<file path="src/hw/adc_limit_pkg.sv">
package adc_limit_pkg;
  // widths
  localparam int DATA_W = 12;
  localparam int ADDR_W = 5;
  localparam int WADDR_W = 4;
  localparam int FRAME_W = 16;
  localparam int CHAN_W = 4;
  localparam int SLOT_N = 4;

  // write addresses of the host frame
  localparam logic [WADDR_W-1:0] WADDR_NOP = 4'h0;
  localparam logic [WADDR_W-1:0] WADDR_CONV_CONTROL = 4'h1;
  localparam logic [WADDR_W-1:0] WADDR_CONV_SETUP = 4'h2;
  localparam logic [WADDR_W-1:0] WADDR_LIMIT_FIRST = 4'h4;
  localparam logic [WADDR_W-1:0] WADDR_LIMIT_LAST = 4'hb;
  localparam logic [WADDR_W-1:0] WADDR_ALERT = 4'hc;

  // readback addresses
  localparam logic [ADDR_W-1:0] RADDR_RESULT_BASE = 5'h10;

  // reset values
  localparam logic [DATA_W-1:0] CONV_CONTROL_RESET = 12'h000;
  localparam logic [DATA_W-1:0] CONV_SETUP_RESET = 12'h000;
  localparam logic [DATA_W-1:0] LIMIT_RESET = 12'h000;

  // conversion_control fields
  localparam int CC_SERDIF_BIT = 11;
  localparam int CC_CHAN_HI = 10;
  localparam int CC_CHAN_LO = 7;
  localparam int CC_RDADDR_HI = 6;
  localparam int CC_RDADDR_LO = 2;
  localparam int CC_MODE_HI = 1;
  localparam int CC_MODE_LO = 0;

  // conversion_setup fields
  localparam int CS_AVG_HI = 11;
  localparam int CS_AVG_LO = 10;
  localparam int CS_ACQ_HI = 9;
  localparam int CS_ACQ_LO = 8;
  localparam int CS_PM_HI = 7;
  localparam int CS_PM_LO = 6;
  localparam int CS_FCD_HI = 5;
  localparam int CS_FCD_LO = 4;
  localparam int CS_POL_BIT = 3;
  localparam int CS_REF_BIT = 2;
  localparam int CS_TMR_HI = 1;
  localparam int CS_TMR_LO = 0;

  // alert register: status in low nibble, enables at the top
  localparam int ALERT_EN_LO = 8;

  // conversion modes
  localparam logic [1:0] MODE_IDLE = 2'b00;
  localparam logic [1:0] MODE_SINGLE = 2'b01;
  localparam logic [1:0] MODE_SLAVE_SEQ = 2'b10;
  localparam logic [1:0] MODE_MASTER_SEQ = 2'b11;
  localparam logic [1:0] TMR_OFF = 2'b00;

  // channel codes
  localparam logic [CHAN_W-1:0] CHAN_SPARE_ONE = 4'h3;
  localparam logic [CHAN_W-1:0] CHAN_SPARE_TWO = 4'h4;
  localparam logic [CHAN_W-1:0] CHAN_SPARE_THREE = 4'h5;
  localparam logic [CHAN_W-1:0] CHAN_CELL_ONE = 4'h6;
  localparam logic [CHAN_W-1:0] CHAN_CELL_TWO = 4'h7;
  localparam logic [CHAN_W-1:0] CHAN_DIODE_ONE = 4'h8;
  localparam logic [CHAN_W-1:0] CHAN_LAST_VALID = 4'ha;

  // gap between repeated conversions when the timer is on
  localparam int REPEAT_GAP_CYCLES = 64;

  typedef enum logic [2:0] {
    ST_IDLE,
    ST_WAIT_TOUCH,
    ST_CONVERT,
    ST_GAP
  } conv_state_e;
endpackage

</file>
<file path="src/hw/results_store.sv">
`timescale 1ns/1ps
`default_nettype none
// result memory with registered read data
module results_store #(
  parameter int WIDTH = 12,
  parameter int DEPTH = 32,
  parameter int AW = 5
) (
  // clock
  input wire logic clk_in,
  // write port
  input wire logic wr_en_in,
  input wire logic [AW-1:0] wr_addr_in,
  input wire logic [WIDTH-1:0] wr_data_in,
  // read port
  input wire logic [AW-1:0] rd_addr_in,
  output logic [WIDTH-1:0] rd_data_out
);
  logic [WIDTH-1:0] mem [DEPTH];

  always_ff @(posedge clk_in) begin
    if (wr_en_in) begin
      mem[wr_addr_in] <= wr_data_in;
    end
    rd_data_out <= mem[rd_addr_in];
  end
endmodule
`default_nettype wire

</file>
<file path="src/hw/adc_control_limit_alarm.sv">
`timescale 1ns/1ps
`default_nettype none
// Operation
// - the cell inputs one and two use channels 0110b and 0111b and land in results 10110b and 10111b.
// - a cell input's halving divider is on only while that cell channel is being sampled.
// - spare inputs one to three use channels 0011b to 0101b and land in results 10011b to 10101b.
// - a new result of spare one, either cell or diode one is compared against its high and low limits.
// - an out-of-limit result sets its alert status bit and, when that bit's enable is set, drives the alarm pin.
// - high and low limits of the four watched channels are writable at addresses 00100b to 01011b.
// - the diode limit check uses the raw forward-voltage code as converted.
// - conversion_control holds the single/differential bit 11, channel, readback address and mode at the bottom.
// - conversion_setup holds averaging, sampling window, power, first delay, stop sense, reference and timer.
// - mode 00 is idle, 01 single channel, 10 slave sequence, 11 master sequence waiting for touch.
module adc_control_limit_alarm
  import adc_limit_pkg::*;
#(
  parameter int REPEAT_GAP = REPEAT_GAP_CYCLES
) (
  // clock and reset
  input wire logic ref_clk_in,
  input wire logic rstn_in,
  // serial host port
  input wire logic cs_n_in,
  input wire logic sclk_in,
  input wire logic mosi_in,
  output logic miso_out,
  // pen touch pin
  input wire logic touch_in,
  // converter side
  output logic conv_start_out,
  output logic [CHAN_W-1:0] conv_channel_out,
  output logic conv_differential_out,
  input wire logic conv_done_in,
  input wire logic [DATA_W-1:0] conv_data_in,
  // setup fields to the analog side
  output logic [1:0] sample_averaging_count_out,
  output logic [1:0] sampling_window_length_out,
  output logic [1:0] power_management_field_out,
  output logic [1:0] initial_conversion_delay_out,
  output logic stop_signal_sense_out,
  output logic reference_select_out,
  output logic [1:0] repeat_interval_select_out,
  // cell dividers and alarm
  output logic [1:0] cell_divider_en_out,
  output logic alarm_out
);
  localparam int GAP_W = $clog2(REPEAT_GAP + 1);

  // maps a channel to its limit slot
  // bit 2 flags a watched channel, bits 1:0 pick its slot
  function automatic logic [2:0] limit_slot(input logic [CHAN_W-1:0] ch);
    case (ch)
      CHAN_SPARE_ONE: limit_slot = 3'b100;
      CHAN_CELL_ONE: limit_slot = 3'b101;
      CHAN_CELL_TWO: limit_slot = 3'b110;
      CHAN_DIODE_ONE: limit_slot = 3'b111;
      default: limit_slot = 3'b000;
    endcase
  endfunction

  // pin synchronisers
  logic [1:0] cs_sync;
  logic [1:0] sclk_sync;
  logic [1:0] mosi_sync;
  logic [1:0] touch_sync;
  logic sclk_prev;
  logic cs_prev;

  // registers
  logic [DATA_W-1:0] conversion_control;
  logic [DATA_W-1:0] conversion_setup;
  logic [DATA_W-1:0] limit_reg [2*SLOT_N];
  logic [SLOT_N-1:0] alert_status;
  logic [SLOT_N-1:0] alert_enable;

  // serial engine
  logic [FRAME_W-1:0] shift_in;
  logic [FRAME_W-1:0] shift_out;
  logic [4:0] bit_count;

  // conversion engine
  conv_state_e state;
  conv_state_e next_state;
  logic [GAP_W-1:0] gap_count;
  logic [DATA_W-1:0] result_rd;

  always_ff @(posedge ref_clk_in) begin
    if (!rstn_in) begin
      cs_sync <= 2'b11;
      sclk_sync <= 2'b00;
      mosi_sync <= 2'b00;
      touch_sync <= 2'b00;
      sclk_prev <= 1'b0;
      cs_prev <= 1'b1;
    end else begin
      cs_sync <= {cs_sync[0], cs_n_in};
      sclk_sync <= {sclk_sync[0], sclk_in};
      mosi_sync <= {mosi_sync[0], mosi_in};
      touch_sync <= {touch_sync[0], touch_in};
      sclk_prev <= sclk_sync[1];
      cs_prev <= cs_sync[1];
    end
  end

  wire cs_active = !cs_sync[1];
  wire frame_start = cs_prev && !cs_sync[1];
  wire sclk_rise = cs_active && sclk_sync[1] && !sclk_prev;
  wire sclk_fall = cs_active && !sclk_sync[1] && sclk_prev;
  wire [FRAME_W-1:0] next_shift_in = {shift_in[FRAME_W-2:0], mosi_sync[1]};
  wire frame_done = sclk_rise && (bit_count == 5'(FRAME_W - 1));
  wire [WADDR_W-1:0] wr_addr = next_shift_in[FRAME_W-1:DATA_W];
  wire [DATA_W-1:0] wr_data = next_shift_in[DATA_W-1:0];
  wire wr_control = frame_done && (wr_addr == WADDR_CONV_CONTROL);
  wire wr_setup = frame_done && (wr_addr == WADDR_CONV_SETUP);
  wire wr_alert = frame_done && (wr_addr == WADDR_ALERT);
  wire wr_limit = frame_done && (wr_addr >= WADDR_LIMIT_FIRST) && (wr_addr <= WADDR_LIMIT_LAST);
  wire [2:0] wr_limit_idx = 3'(wr_addr - WADDR_LIMIT_FIRST);

  // field decode of conversion_control, plus the timer field of conversion_setup
  wire [1:0] mode = conversion_control[CC_MODE_HI:CC_MODE_LO];
  wire [CHAN_W-1:0] input_channel_code = conversion_control[CC_CHAN_HI:CC_CHAN_LO];
  wire [ADDR_W-1:0] readback_addr = conversion_control[CC_RDADDR_HI:CC_RDADDR_LO];
  wire single_vs_differential_select = conversion_control[CC_SERDIF_BIT];
  wire [1:0] timer_sel = conversion_setup[CS_TMR_HI:CS_TMR_LO];
  // channel codes above the last valid one never start
  wire channel_ok = input_channel_code <= CHAN_LAST_VALID;

  // readback source
  wire [4:0] rb_limit_idx = 5'(readback_addr - 5'(WADDR_LIMIT_FIRST));
  logic [DATA_W-1:0] rb_data;
  always_comb begin
    rb_data = '0;
    if (readback_addr >= RADDR_RESULT_BASE) begin
      rb_data = result_rd;
    end else if (readback_addr == 5'(WADDR_CONV_CONTROL)) begin
      rb_data = conversion_control;
    end else if (readback_addr == 5'(WADDR_CONV_SETUP)) begin
      rb_data = conversion_setup;
    end else if (readback_addr >= 5'(WADDR_LIMIT_FIRST) && readback_addr <= 5'(WADDR_LIMIT_LAST)) begin
      rb_data = limit_reg[rb_limit_idx[2:0]];
    end else if (readback_addr == 5'(WADDR_ALERT)) begin
      rb_data = {alert_enable, 4'h0, alert_status};
    end
  end

  // serial shifting; miso changes on falling sclk
  always_ff @(posedge ref_clk_in) begin
    if (!rstn_in) begin
      shift_in <= '0;
      shift_out <= '0;
      bit_count <= '0;
      miso_out <= 1'b0;
    end else if (frame_start) begin
      bit_count <= '0;
      shift_out <= {4'h0, rb_data};
      miso_out <= 1'b0;
    end else if (!cs_active) begin
      bit_count <= '0;
    end else begin
      if (sclk_rise) begin
        shift_in <= next_shift_in;
        bit_count <= frame_done ? 5'd0 : bit_count + 5'd1;
      end
      if (sclk_fall) begin
        miso_out <= shift_out[FRAME_W-1];
        shift_out <= {shift_out[FRAME_W-2:0], 1'b0};
      end
    end
  end

  // conversion result path
  wire conv_ok = (state == ST_CONVERT) && conv_done_in;
  wire [ADDR_W-1:0] result_addr = {1'b1, conv_channel_out};
  wire [2:0] slot = limit_slot(conv_channel_out);
  wire watched = conv_ok && slot[2];
  wire [DATA_W-1:0] high_limit = limit_reg[{slot[1:0], 1'b0}];
  wire [DATA_W-1:0] low_limit = limit_reg[{slot[1:0], 1'b1}];
  // raw diode code compared, no conversion to degrees
  wire out_of_limit = (conv_data_in > high_limit) || (conv_data_in < low_limit);
  wire [SLOT_N-1:0] alert_set = (watched && out_of_limit) ? (SLOT_N'(1) << slot[1:0]) : '0;
  // writing one clears a status bit; a new set in that cycle wins
  wire [SLOT_N-1:0] alert_clr = wr_alert ? wr_data[SLOT_N-1:0] : '0;
  wire [SLOT_N-1:0] next_alert_status = (alert_status & ~alert_clr) | alert_set;

  results_store #(.WIDTH(DATA_W), .DEPTH(1 << ADDR_W), .AW(ADDR_W)) u_results (
    .clk_in(ref_clk_in),
    .wr_en_in(conv_ok),
    .wr_addr_in(result_addr),
    .wr_data_in(conv_data_in),
    .rd_addr_in(readback_addr),
    .rd_data_out(result_rd)
  );

  // conversion state machine
  wire start_now = (mode == MODE_MASTER_SEQ) ? touch_sync[1] : 1'b1;
  always_comb begin
    next_state = state;
    case (state)
      ST_IDLE: begin
        if (mode == MODE_MASTER_SEQ) begin
          next_state = ST_WAIT_TOUCH;
        end else if (mode != MODE_IDLE && channel_ok) begin
          next_state = ST_CONVERT;
        end
      end
      ST_WAIT_TOUCH: begin
        if (start_now && channel_ok) begin
          next_state = ST_CONVERT;
        end
      end
      ST_CONVERT: begin
        if (conv_done_in) begin
          next_state = (timer_sel == TMR_OFF && mode != MODE_MASTER_SEQ) ? ST_IDLE : ST_GAP;
        end
      end
      ST_GAP: begin
        if (gap_count == GAP_W'(REPEAT_GAP)) begin
          next_state = (mode == MODE_MASTER_SEQ) ? ST_WAIT_TOUCH : ST_CONVERT;
        end
      end
      default: next_state = ST_IDLE;
    endcase
    // writing mode 00 stops everything
    if (mode == MODE_IDLE) begin
      next_state = ST_IDLE;
    end
  end

  wire enter_convert = (next_state == ST_CONVERT) && (state != ST_CONVERT);
  wire single_finished = conv_ok && (timer_sel == TMR_OFF) && (mode != MODE_MASTER_SEQ);

  always_ff @(posedge ref_clk_in) begin
    if (!rstn_in) begin
      state <= ST_IDLE;
      gap_count <= '0;
      conv_start_out <= 1'b0;
      conv_channel_out <= '0;
      conv_differential_out <= 1'b0;
      cell_divider_en_out <= 2'b00;
    end else begin
      // any control write restarts the engine
      state <= wr_control ? ST_IDLE : next_state;
      gap_count <= (state == ST_GAP) ? gap_count + GAP_W'(1) : '0;
      conv_start_out <= enter_convert && !wr_control;
      if (enter_convert) begin
        conv_channel_out <= input_channel_code;
        conv_differential_out <= single_vs_differential_select;
      end
      // divider on only while a cell channel is in conversion
      cell_divider_en_out[0] <= (next_state == ST_CONVERT) && !wr_control
        && ((enter_convert ? input_channel_code : conv_channel_out) == CHAN_CELL_ONE);
      cell_divider_en_out[1] <= (next_state == ST_CONVERT) && !wr_control
        && ((enter_convert ? input_channel_code : conv_channel_out) == CHAN_CELL_TWO);
    end
  end

  // register file
  always_ff @(posedge ref_clk_in) begin
    if (!rstn_in) begin
      conversion_control <= CONV_CONTROL_RESET;
      conversion_setup <= CONV_SETUP_RESET;
      alert_status <= '0;
      alert_enable <= '0;
      alarm_out <= 1'b0;
      for (int i = 0; i < 2 * SLOT_N; i++) begin
        limit_reg[i] <= LIMIT_RESET;
      end
    end else begin
      if (wr_control) begin
        conversion_control <= wr_data;
      end else if (single_finished) begin
        conversion_control[CC_MODE_HI:CC_MODE_LO] <= MODE_IDLE;
      end
      if (wr_setup) begin
        conversion_setup <= wr_data;
      end
      if (wr_limit) begin
        limit_reg[wr_limit_idx] <= wr_data;
      end
      if (wr_alert) begin
        alert_enable <= wr_data[ALERT_EN_LO +: SLOT_N];
      end
      alert_status <= next_alert_status;
      alarm_out <= |(next_alert_status & (wr_alert ? wr_data[ALERT_EN_LO +: SLOT_N] : alert_enable));
    end
  end

  // setup fields to the analog side
  assign sample_averaging_count_out = conversion_setup[CS_AVG_HI:CS_AVG_LO];
  assign sampling_window_length_out = conversion_setup[CS_ACQ_HI:CS_ACQ_LO];
  assign power_management_field_out = conversion_setup[CS_PM_HI:CS_PM_LO];
  assign initial_conversion_delay_out = conversion_setup[CS_FCD_HI:CS_FCD_LO];
  assign stop_signal_sense_out = conversion_setup[CS_POL_BIT];
  assign reference_select_out = conversion_setup[CS_REF_BIT];
  assign repeat_interval_select_out = timer_sel;

endmodule
`default_nettype wire

</file>
<file path="config.mk">
export PLATFORM = sky130hd
export DESIGN_NAME = adc_control_limit_alarm
export DESIGN_NICKNAME = d
export VERILOG_FILES = /design/src/hw/adc_limit_pkg.sv /design/src/hw/results_store.sv /design/src/hw/adc_control_limit_alarm.sv
export SDC_FILE = /design/constraint.sdc
export NUM_CORES = 1
export LEC_CHECK = 0
export ABC_AREA = 1
export BUFFER_PORTS_ARGS = -buffer_cell sky130_fd_sc_hd__buf_2
export CAP_MARGIN = 15
export CORE_MARGIN = 3
export CORE_UTILIZATION = 50
export CTS_BUF_LIST = sky130_fd_sc_hd__clkbuf_16
export CTS_CLUSTER_SIZE = 14
export DETAILED_ROUTE_END_ITERATION = 8
export PLACE_DENSITY = 0.73
export SYNTH_ARGS = -nofsm -noshare
export SYNTH_HDL_FRONTEND = slang
export SYNTH_SLANG_ARGS = --single-unit
</file>
<file path="constraint.sdc">
create_clock -name ref_clk_in -period 3.75 [get_ports ref_clk_in]
set_clock_uncertainty 0.1 [all_clocks]
set_input_delay 0.375 -clock ref_clk_in [delete_from_list [all_inputs] [get_ports ref_clk_in]]
set_output_delay 0.375 -clock ref_clk_in [all_outputs]
set_load 0.01 [all_outputs]
</file>
==> metrics.cfg, run 1 <==
[outcome]
status = complete, no violations

[timing]
rsz0062_at_grt = no
post-route-period-util_pct = 88.3
fin_setup_tns_ns = 0
final-setup-viol-count = 0
fin_crit_ns = 3.31
tightest_slew_ns = 0.842
hold_violations = 0
max_slew_margin_pct = 43.4
slew_viol_final = 0
max_freq_mhz = 302

[place]
io_buffers = 40
dpl_cell_area_mm2 = 0.0174
place_hpwl_mm = 30.4
place_congestion = 0.973

[critical_path]
critPathRequiredTime_ns = 4.04
worstPathArrival_ns = 3.61
cp-end-kind = flip-flop
crit_path_max_fanout = 18
start_kind = flip-flop
crit_type = reg -> reg
rr_worst_depth = 21

[synth]
synth_cell_types = 52
synthCells = 1511
ys_ff_latch = 398
synth_top_area_share_pct = 52.2
ys_seq_area_share_pct = 65.5
yosysWarnings = 0
yosysTopAreaCell = edfxtp_1
yosys-top-cells-area = edfxtp_1, dfxtp_1, a22oi_1
synthArstFlopShare_pct = 0
syn-num-nets = 1557
synth-main-ff-cell = edfxtp_1
synth-edff-count = 288
synth_area_per_cell_um2 = 11.0
syn_area_mm2 = 0.0166

[grt]
grt_pass1_wl_mm = 69.6
grt_max_degree = 65
antenna_found_initial = 2
track_usage_pct = 25.6
grt_remaining_overflow = 0
grt_pass1_vias = 11700

[final_layout]
post_route_cells_drive_above_1_share_pct = 11.4
synthToLayoutAreaGrowth_pct = 13.4
fin_area_mm2 = 0.0188
layout.nets = 1604
largest_reg_flops = 192

[route]
via_per_inst = 5.98
drtAntennaViolNets = 0
firstDrtPassIters = 6
drtIter0Drc = 1292
finalWirelength_mm = 45.8
drc = 0
wire_per_inst_um = 22.5
vias = 12200

[power_and_ir_drop]
powerDensity_mw_per_mm2 = 486
p_sw_share_pct = 20.4
ir_worst_vdd_mv = 0.332
switching_power_w = 0.00187
p_leak_nw = 6.69
p_clk_share_pct = 45.0
internal_power_w = 0.00727
combPwrFrac_pct = 2.3
seq_power_share_pct = 52.7

[clocking]
cts_buffer_depth = 3
cts_inserted_buffers = 41
cts_sinks = 398
cts-root-buf = clkbuf_16
htree_num_levels = 2
cts_resized = 0
worst_skew_pair.late_latency_ns = 0.54
clk_pin_slew_ns = 0.06
cts_tree = done

[run]
maxCapViolCount = 0

[floorplanning]
die_w_um = 188
start_util_pct = 50.8
fp.dieH_um = 188
rows = 66
ios = 41
die_area_mm2 = 0.0354
core_mm2 = 0.0326

[hold_path]
hold_class = in -> reg
hold_depth = 1

==> synth_stat cells, drive strengths merged, types with 2 or more instances <==
library cell / count
edfxtp: 288
nor2: 200
nand2: 187
a21oi: 119
inv: 116
dfxtp: 110
o21ai: 104
a22oi: 102
clkbuf: 69
o22ai: 43
nand3: 28
ha: 27
nor3: 18
nand4: 15
buf: 13
a2111o: 12
a21boi: 12
o211ai: 7
o221ai: 6
or2: 5
a221oi: 3
a31oi: 3
a22o: 2
clkinv: 2
nor3b: 2
nor4: 2
o2111ai: 2
o21a: 2
==> critical path, cell delays in order (launching register included) <==
cell and delay [ns]:
dfxtp_1 0.48, inv_2 0.07, nor2_4 0.17, inv_1 0.12
nor2_4 0.10, clkinv_1 0.39, o21ai_0 0.32, ha_1 0.28
inv_1 0.06, nor2_1 0.03, nor2_1 0.07, o21ai_0 0.11
nand2_1 0.10, nand2_1 0.05, o2bb2ai_1 0.17, nand2_2 0.12
nand3_1 0.10, nand2_1 0.06, nand2_1 0.06, nand2_1 0.05
nor2_1 0.10, nor2_1 0.05
==> cell type report <==
cell class / count / area [um^2]
multi-input cells: 913 / 4970
inverters: 118 / 448
well taps: 442 / 553
diodes: 1 / 2.50
clock inverters: 33 / 305
clock buffers: 43 / 1080
flip-flops and latches: 398 / 10900
repair buffers: 86 / 597
fillers: 2659 / 13800
==> power groups by stage <==
stage / clock network [W] / registers, W / logic [W]
2_1_floorplan: 0 / 0.00489 / 0.000118
5_1_grt: 0.00436 / 0.00482 / 0.000237
3_3_place_gp: 0 / 0.00491 / 0.000200
3_5_place_dp: 0 / 0.00491 / 0.000207
6_report: 0.00411 / 0.00482 / 0.000212
4_1_cts: 0.00416 / 0.00482 / 0.000211
==> timing repair <==
action	CTS	global route
hold buffers	4	0
buffers inserted	0	0
hold endpoints to repair	4	0
==> path summary, 6_finish.rpt <==
| check | from | endpoint | slack, ns |
|---|---|---|---|
| worst min-delay path | conv_data_in[0] | u_results.mem[28][0]$_DFFE_PP_ | 0.16 |
| worst max-delay path | conv_channel_out[2]$_SDFF_PN0_ | alarm_out$_SDFF_PN0_ | 0.44 |
| worst max register to register | conv_channel_out[2]$_SDFF_PN0_ | alarm_out$_SDFF_PN0_ | 0.44 |
| worst min register to register | mosi_sync[0]$_SDFF_PN0_ | mosi_sync[1]$_SDFF_PN0_ | 0.31 |
==> cells in the final DEF (no fill, tap or decap), types with 6 or more instances in the layout <==
| cell | Yosys | layout |
|---|---|---|
| buf_4 | 0 | 38 |
| nand2_1 | 181 | 181 |
| o221ai_1 | 6 | 6 |
| ha_1 | 27 | 27 |
| clkinv_1 | 2 | 9 |
| a21oi_1 | 119 | 119 |
| a2111o_1 | 12 | 12 |
| inv_1 | 105 | 110 |
| clkinv_2 | 0 | 10 |
| nand3_1 | 28 | 28 |
| inv_2 | 10 | 12 |
| a21boi_0 | 12 | 12 |
| buf_2 | 6 | 40 |
| nor3_1 | 15 | 15 |
| edfxtp_1 | 288 | 288 |
| clkbuf_16 | 0 | 43 |
| nand4_1 | 15 | 15 |
| a22oi_1 | 102 | 102 |
| nor2_1 | 194 | 193 |
| o22ai_1 | 43 | 43 |
| o211ai_1 | 7 | 7 |
| dfxtp_1 | 110 | 110 |
| o21ai_0 | 100 | 100 |
==> per-stage QoR <==
stage	worst slack, ns	utilization (%)	cells	total power, W	hold WS (ns)
2_1_floorplan	0.896	-	1511	0.00500	0.290
3_3_place_gp	0.648	53.2	1952	0.00511	0.294
3_5_place_dp	0.474	53.2	1952	0.00512	0.297
4_1_cts	0.444	57.6	2032	0.00919	0.150
5_1_grt	0.104	57.6	2034	0.00942	0.158
6_report	0.438	57.6	2034	0.00914	0.162
==> layer usage <==
metal  routed length [um]  vias up  global-route usage, %
li1                     -     5529                      -
met1                18500     5857                   35.2
met2                21600      651                   41.7
met3                 4090      116                   4.21
met4                 1580        2                   8.74
met5                   12        -                      0
==> cells by family after synthesis <==
kind of cell | after synthesis | share of synthesized area [%]
AND/OR/NAND/NOR | 459 | 11.8
AO/OA/AOI/OAI | 424 | 16.0
buffers and inverters | 200 | 4.61
adder cells (fa/ha/maj) | 27 | 2.04
other | 1 | 0.0226
XOR/XNOR | 2 | 0.106
flip-flops | 398 | 65.5
Note: power is estimated with default switching activity, not from simulation.
==> run 2: changes to the inputs <==
--- a/config.mk
+++ b/config.mk
@@ -11,9 +11,10 @@
 export CORE_MARGIN = 3
 export CORE_UTILIZATION = 50
 export CTS_BUF_LIST = sky130_fd_sc_hd__clkbuf_16
-export CTS_CLUSTER_SIZE = 14
 export DETAILED_ROUTE_END_ITERATION = 8
 export PLACE_DENSITY = 0.73
+export SLEW_MARGIN = 5
 export SYNTH_ARGS = -nofsm -noshare
 export SYNTH_HDL_FRONTEND = slang
+export SYNTH_HIERARCHICAL = 1
 export SYNTH_SLANG_ARGS = --single-unit
==> run 2 against run 1 <==
Against the previous run: routed wire length up 50%; via count up 50%; sequential share of layout area up 2.0 points; power up 40%; highest routed layer is now met4; largest cell class unchanged; setup slack worse by 0.024 ns; hold slack worse by 0.10 ns.
==> metrics.cfg, run 2 <==
[outcome]
status = complete, no violations

[synth]
synthArstFlopShare_pct = 0  ; unchanged
syn_area_mm2 = 0.0251  ; +52%
synth_cell_types = 50  ; -3.8%
ys_seq_area_share_pct = 66.1  ; +0.65 points
yosysWarnings = 6  ; +6
ys_ff_latch = 590  ; +48%
synthMostInstantiatedCell = nand2_1
yosysTopAreaCell = edfxtp_1
yosys-top-cells-area = edfxtp_1, nand2_1, dfxtp_1
synth_top_area_share_pct = 57.4  ; +5.2 points
synth-main-ff-cell = edfxtp_1
synth_commonest_cells = nand2_1, edfxtp_1, nand3_1
synthCells = 2452  ; +62%
synth-edff-count = 480  ; +67%
synth_area_per_cell_um2 = 10.2  ; -6.6%

[critical_path]
crit_path_max_fanout = 21  ; +3
r2r_slack_ns = 0.41  ; -0.02 ns
worstPathArrival_ns = 3.80  ; +0.19 ns
rr_worst_depth = 21  ; unchanged
crit_end = alarm_out$_SDFF_PN0_
crit_type = reg -> reg
critPathRequiredTime_ns = 4.21  ; +0.17 ns
crit_start = conv_channel_out[1]$_SDFF_PN0_
start_kind = flip-flop
cp-end-kind = flip-flop
reg2reg_from = conv_channel_out[1]$_SDFF_PN0_
worstReg2RegEnd = alarm_out$_SDFF_PN0_

[final_layout]
final_cell_mix = nand2_1, edfxtp_1, nand3_1, nor2_1, inv_1
synthToLayoutAreaGrowth_pct = 10.7
n_antenna_cell = 0  ; -1
final_common_cell = nand2_1
fin_area_mm2 = 0.0278  ; +48%
final_core_util_pct = 56.5  ; -1.2 points
n_fill_cell = 4140  ; +56%
layout.nets = 2528  ; +58%
largest_reg_flops = 384  ; +100%
post_route_cells_drive_above_1_share_pct = 8.34  ; -3.1 points

[floorplanning]
rows = 81  ; +23%
core_mm2 = 0.0493  ; +51%
die_w_um = 230  ; +22%
fp.dieH_um = 230  ; +22%
start_util_pct = 51.0  ; +0.21 points
die_area_mm2 = 0.0530  ; +50%
ios = 41  ; unchanged

[grt]
grt_max_degree = 194  ; +200%
busiest_layer = met2
grt_pass1_wl_mm = 104  ; +50%
met1_usage_pct = 34.1  ; -1.1 points
grt_pass1_vias = 17500  ; +49%
antenna_found_initial = 0  ; -2
grt_remaining_overflow = 0  ; unchanged
use_met3_pct = 4.67  ; +0.46 points
grt_use_met2_pct = 41.9  ; +0.18 points
track_usage_pct = 25.7  ; +0.13 points

[timing]
tightest_slew_ns = 1.37  ; +0.530 ns
fin_crit_ns = 3.34  ; +0.0237 ns
post-route-period-util_pct = 89.0  ; +0.63 points
max_freq_mhz = 300  ; -0.71%
final-setup-viol-count = 0  ; unchanged
setup_ws_ns = 0.414  ; -0.0237 ns
rsz0062_at_grt = no
fin_setup_tns_ns = 0  ; unchanged
hold_violations = 0  ; unchanged
max_slew_margin_pct = 8.21  ; -35 points
slew_viol_final = 0  ; unchanged

[place]
place_hpwl_mm = 44.7  ; +47%
io_buffers = 40  ; unchanged
place_congestion = 0.975  ; +0.20%
pre_cts_slack_ns = 0.412  ; -0.0615 ns
dpl_cell_area_mm2 = 0.0260  ; +50%

[clocking]
cts_buffer_depth = 3  ; unchanged
cts_tree = done
htree_num_levels = 2  ; unchanged
cts_sinks = 590  ; +48%
cts_resized = 0  ; unchanged
cts-root-buf = clkbuf_16
hold_buffers = 5  ; +1
clk_pin_slew_ns = 0.07  ; about the same
postCtsSetupBuffers = 0  ; unchanged
worst_skew_pair.late_latency_ns = 0.64  ; +0.10 ns
cts_inserted_buffers = 58  ; +41%

[power_and_ir_drop]
p_leak_nw = 10.3  ; +54%
ir_worst_vdd_mv = 0.393  ; +18%
powerDensity_mw_per_mm2 = 460  ; -5.3%

[hold_path]
hold_class = in -> reg
min_from = conv_data_in[3]

[route]
finalWirelength_mm = 68.9  ; +50%
drc = 0  ; unchanged
firstDrtPassIters = 5  ; -1
drtIter0Drc = 1802  ; +39%
vias = 18300  ; +50%
wire_per_inst_um = 21.6  ; -4.2%
drtAntennaViolNets = 0  ; unchanged
via_per_inst = 5.72  ; -4.3%

[run]
maxCapViolCount = 0  ; unchanged

## run 2: cell types whose count changed after synthesis, sizes merged, moves of 11 or more
cell,change
a22oi,-94
edfxtp,+192
nand3,+302
nand2,+502
a21oi,-32
buf,+64
nor2,+25
a2111o,-11
a21boi,-12
## run 2: metal layers
metal  vias to the layer above  part of all wire, %
met5                         -                    0
met4                         0                  4.6
met3                       169                  8.6
met2                       865                   47
met1                      8717                   40
li1                       8516                    -
## run 2: cells by family after synthesis
| group | after synthesis | synth area share [%] |
|---|---|---|
| fa+ha+maj | 27 | 1.34 |
| simple gates | 1287 | 21.5 |
| flops | 590 | 66.1 |
| xor+xnor | 3 | 0.105 |
| mux | 1 | 0.0398 |
| buf+inv | 265 | 4.55 |
| other cells | 2 | 0.0299 |
| compound gates | 277 | 6.31 |
## run 2: worst min-delay path by stage
stage | end | depth (start not counted)
2_1_floorplan | mosi_sync[1]$_SDFF_PN0_ | 2
4_1_cts | u_results/mem[16][3]$_DFFE_PP_ | 1
5_1_grt | u_results/mem[16][3]$_DFFE_PP_ | 1
6_report | u_results/mem[16][3]$_DFFE_PP_ | 1
3_3_place_gp | touch_sync[1]$_SDFF_PN0_ | 2
3_5_place_dp | touch_sync[1]$_SDFF_PN0_ | 2
## run 2: through the flow
stage                     total power [W]  cells  hold slack [ns]
after global placement            0.00759   3081            0.294
after detailed placement          0.00759   3081            0.302
after floorplan                   0.00742   2456            0.290
after CTS                          0.0129   3193           0.0222
final                              0.0128   3193           0.0580
after global routing               0.0132   3193           0.0305
## run 2: worst max-delay path: stages (launching register included)
cell,delay (ns)
dfxtp_1,0.48
nand2_1,0.15
nor2_1,0.33
inv_1,0.35
o21ai_0,0.24
a21oi_1,0.06
o21ai_0,0.14
ha_1,0.17
nand2_1,0.06
inv_1,0.07
nand3_1,0.07
nor3_1,0.22
nand2_1,0.10
o2111ai_1,0.09
nand2_1,0.10
nand2_2,0.11
nand3_1,0.11
nand2_1,0.09
nand2_1,0.05
nand2_1,0.06
nor2_1,0.04
nor2_1,0.08
## run 2: cell type report
type,instances,area (um^2),share of cell area [%]
Inverter,126,479,1.72
Tap cell,664,831,2.99
Multi-Input combinational cell,1601,7390,26.6
Sequential cell,590,16600,59.8
Clock buffer,58,1450,5.22
Clock inverter,49,299,1.07
Timing Repair Buffer,105,738,2.65
## run 2: power by group
| group | internal [W] | leakage (nW) | switching [W] |
|---|---|---|---|
| Sequential | 0.00713 | 5.26 | 0.0000589 |
| Combinational | 0.0000715 | 4.11 | 0.000203 |
| Clock | 0.00288 | 0.909 | 0.00246 |
| Total | 0.0101 | 10.3 | 0.00272 |
==> run 3: changes to the inputs <==
--- a/config.mk
+++ b/config.mk
@@ -16,5 +16,4 @@
 export SLEW_MARGIN = 5
 export SYNTH_ARGS = -nofsm -noshare
 export SYNTH_HDL_FRONTEND = slang
-export SYNTH_HIERARCHICAL = 1
 export SYNTH_SLANG_ARGS = --single-unit
==> run 3 against run 2 <==
Against the previous run: combinational power down 23%; routed wire length is 34% lower; clock power is 20% lower; final cell count fell by 36%; register-to-register slack about the same; setup slack worse by 0.0065 ns; sequential share of layout area shrank 2.2 points.
==> metrics.cfg, run 3 (synthesis gave the netlist of run 1 again) <==
[place]
dp.cells = 1952  ; -37%
pre_cts_slack_ns = 0.474  ; +0.0615 ns
io_buffers = 40  ; unchanged
place_congestion = 0.973  ; -0.19%
place_hpwl_mm = 30.4  ; -32%

[clocking]
cts_buffer_depth = 3  ; unchanged
htree_num_levels = 2  ; unchanged
clk_pin_slew_ns = 0.06  ; about the same
cts-root-buf = clkbuf_16
cts_resized = 0  ; unchanged
cts_inserted_buffers = 41  ; -29%
cts_tree = done
cts_sinks = 398  ; -33%
worst_skew_pair.late_latency_ns = 0.54  ; -0.10 ns
postCtsSetupBuffers = 0  ; unchanged

[grt]
antenna_found_initial = 1  ; +1
grt_pass1_vias = 11800  ; -32%
grt_max_degree = 65  ; -66%
track_usage_pct = 25.7  ; -0.072 points
grt_pass1_wl_mm = 69.8  ; -33%
grt_remaining_overflow = 0  ; unchanged

[final_layout]
n_fill_cell = 2648  ; -36%
final_cell_mix = edfxtp_1, nor2_1, nand2_1, a21oi_1
n_antenna_cell = 0  ; unchanged
multi_input_area_mm2 = 0.00497  ; -33%
layout.nets = 1604  ; -37%
post_route_cells_drive_above_1_share_pct = 11.5  ; +3.2 points
synthToLayoutAreaGrowth_pct = 13.8
stdcell_count = 2033  ; -36%
final_common_cell = edfxtp_1
seqCellArea_mm2 = 0.0109  ; -35%
largest_reg_flops = 192  ; -50%

[hold_path]
min_from = conv_data_in[11]
hold_class = in -> reg
holdPathEnd = u_results.mem[16][11]$_DFFE_PP_
hold_depth = 1  ; unchanged

[timing]
max_slew_margin_pct = 42.6  ; +34 points
fin_crit_ns = 3.34  ; +0.00646 ns
slew_viol_final = 0  ; unchanged
finalHoldWorstSlack_ns = 0.157  ; +0.0990 ns
max_freq_mhz = 299  ; -0.19%
rsz0062_at_grt = no
setup_ws_ns = 0.408  ; -0.00646 ns
tightest_slew_ns = 0.860  ; -0.512 ns
final-setup-viol-count = 0  ; unchanged
fin_setup_tns_ns = 0  ; unchanged
post-route-period-util_pct = 89.1  ; +0.17 points
hold_violations = 0  ; unchanged

[floorplanning]
ios = 41  ; unchanged
die_w_um = 188  ; -18%
die_area_mm2 = 0.0354  ; -33%
start_util_pct = 50.8  ; -0.21 points
rows = 66  ; -19%
core_mm2 = 0.0326  ; -34%
fp.dieH_um = 188  ; -18%

[route]
drtAntennaViolNets = 0  ; unchanged
drc = 0  ; unchanged
via_per_inst = 5.95  ; +4.0%
firstDrtPassIters = 6  ; +1
wire_per_inst_um = 22.5  ; +4.4%
drtIter0Drc = 1253  ; -30%
finalWirelength_mm = 45.8  ; -34%
vias = 12100  ; -34%

[critical_path]
worstReg2RegEnd = alarm_out$_SDFF_PN0_
r2r_slack_ns = 0.41  ; about the same
reg2reg_from = conv_channel_out[2]$_SDFF_PN0_
critPathRequiredTime_ns = 4.04  ; -0.17 ns
rr_worst_depth = 21  ; unchanged
crit_type = reg -> reg
cp-end-kind = flip-flop
crit_path_max_fanout = 18  ; -14%
start_kind = flip-flop
worstPathArrival_ns = 3.64  ; -0.16 ns

[outcome]
status = complete, no violations

[power_and_ir_drop]
power.total_w = 0.00931  ; -27%
p_leak_nw = 6.70  ; -35%
ir_worst_vdd_mv = 0.364  ; -7.4%
powerDensity_mw_per_mm2 = 494  ; +7.2%

[run]
maxCapViolCount = 0  ; unchanged

[run 3: through the flow]
stage	utilization (%)	cell area, um^2
CTS	57.8	18800
finish	57.8	18900
floorplan	-	16600
detailed placement	53.2	17400
global placement	53.2	17400
global route	57.8	18900
[run 3: where the power goes]
group	leakage (nW)	switching, W	internal [W]
registers	3.53	0.0000490	0.00477
clock network	0.715	0.00170	0.00258
logic	2.45	0.000149	0.0000632
[run 3: repair_timing]
item | CTS | global route
hold buffers | 4 | 0
hold endpoints to repair | 4 | 0
setup endpoints to repair | 0 | 0
[run 3: worst max path at each step]
stage                                    from                   end  slack (ns)  cells after the start
3_5_place_dp   conv_channel_out[2]$_SDFF_PN0_  alarm_out$_SDFF_PN0_        0.47                     21
2_1_floorplan  conv_channel_out[2]$_SDFF_PN0_  alarm_out$_SDFF_PN0_        0.90                     22
5_1_grt        conv_channel_out[2]$_SDFF_PN0_  alarm_out$_SDFF_PN0_        0.10                     19
6_report       conv_channel_out[2]$_SDFF_PN0_  alarm_out$_SDFF_PN0_        0.41                     21
4_1_cts        conv_channel_out[2]$_SDFF_PN0_  alarm_out$_SDFF_PN0_        0.44                     21
3_3_place_gp   conv_channel_out[2]$_SDFF_PN0_  alarm_out$_SDFF_PN0_        0.65                     21
[run 3: worst max-delay path, stage by stage, from the launching register on]
cell       delay [ns]
dfxtp_1          0.48
inv_2            0.07
nor2_4           0.16
inv_1            0.12
nor2_4           0.10
clkinv_1         0.40
o21ai_0          0.34
ha_1             0.28
inv_1            0.06
nor2_1           0.03
nor2_1           0.07
o21ai_0          0.11
nand2_1          0.10
nand2_1          0.05
o2bb2ai_1        0.17
nand2_2          0.12
nand3_1          0.10
nand2_1          0.06
nand2_1          0.06
nand2_1          0.05
nor2_1           0.10
nor2_1           0.05
[run 3: per-layer routing]
layer / track usage (%) / share of wire (%)
met1: 34.9 / 40
met2: 42.0 / 47
met3: 4.34 / 9.0
met4: 8.95 / 3.4
met5: 0 / 0.026
[run 3: cell type report]
type	instances	area share, %
clock inverters	33	1.94
repair buffers	86	3.17
clock buffers	43	5.71
inverters	118	2.38
flip-flops and latches	398	57.5
well taps	442	2.93
multi-input cells	913	26.3
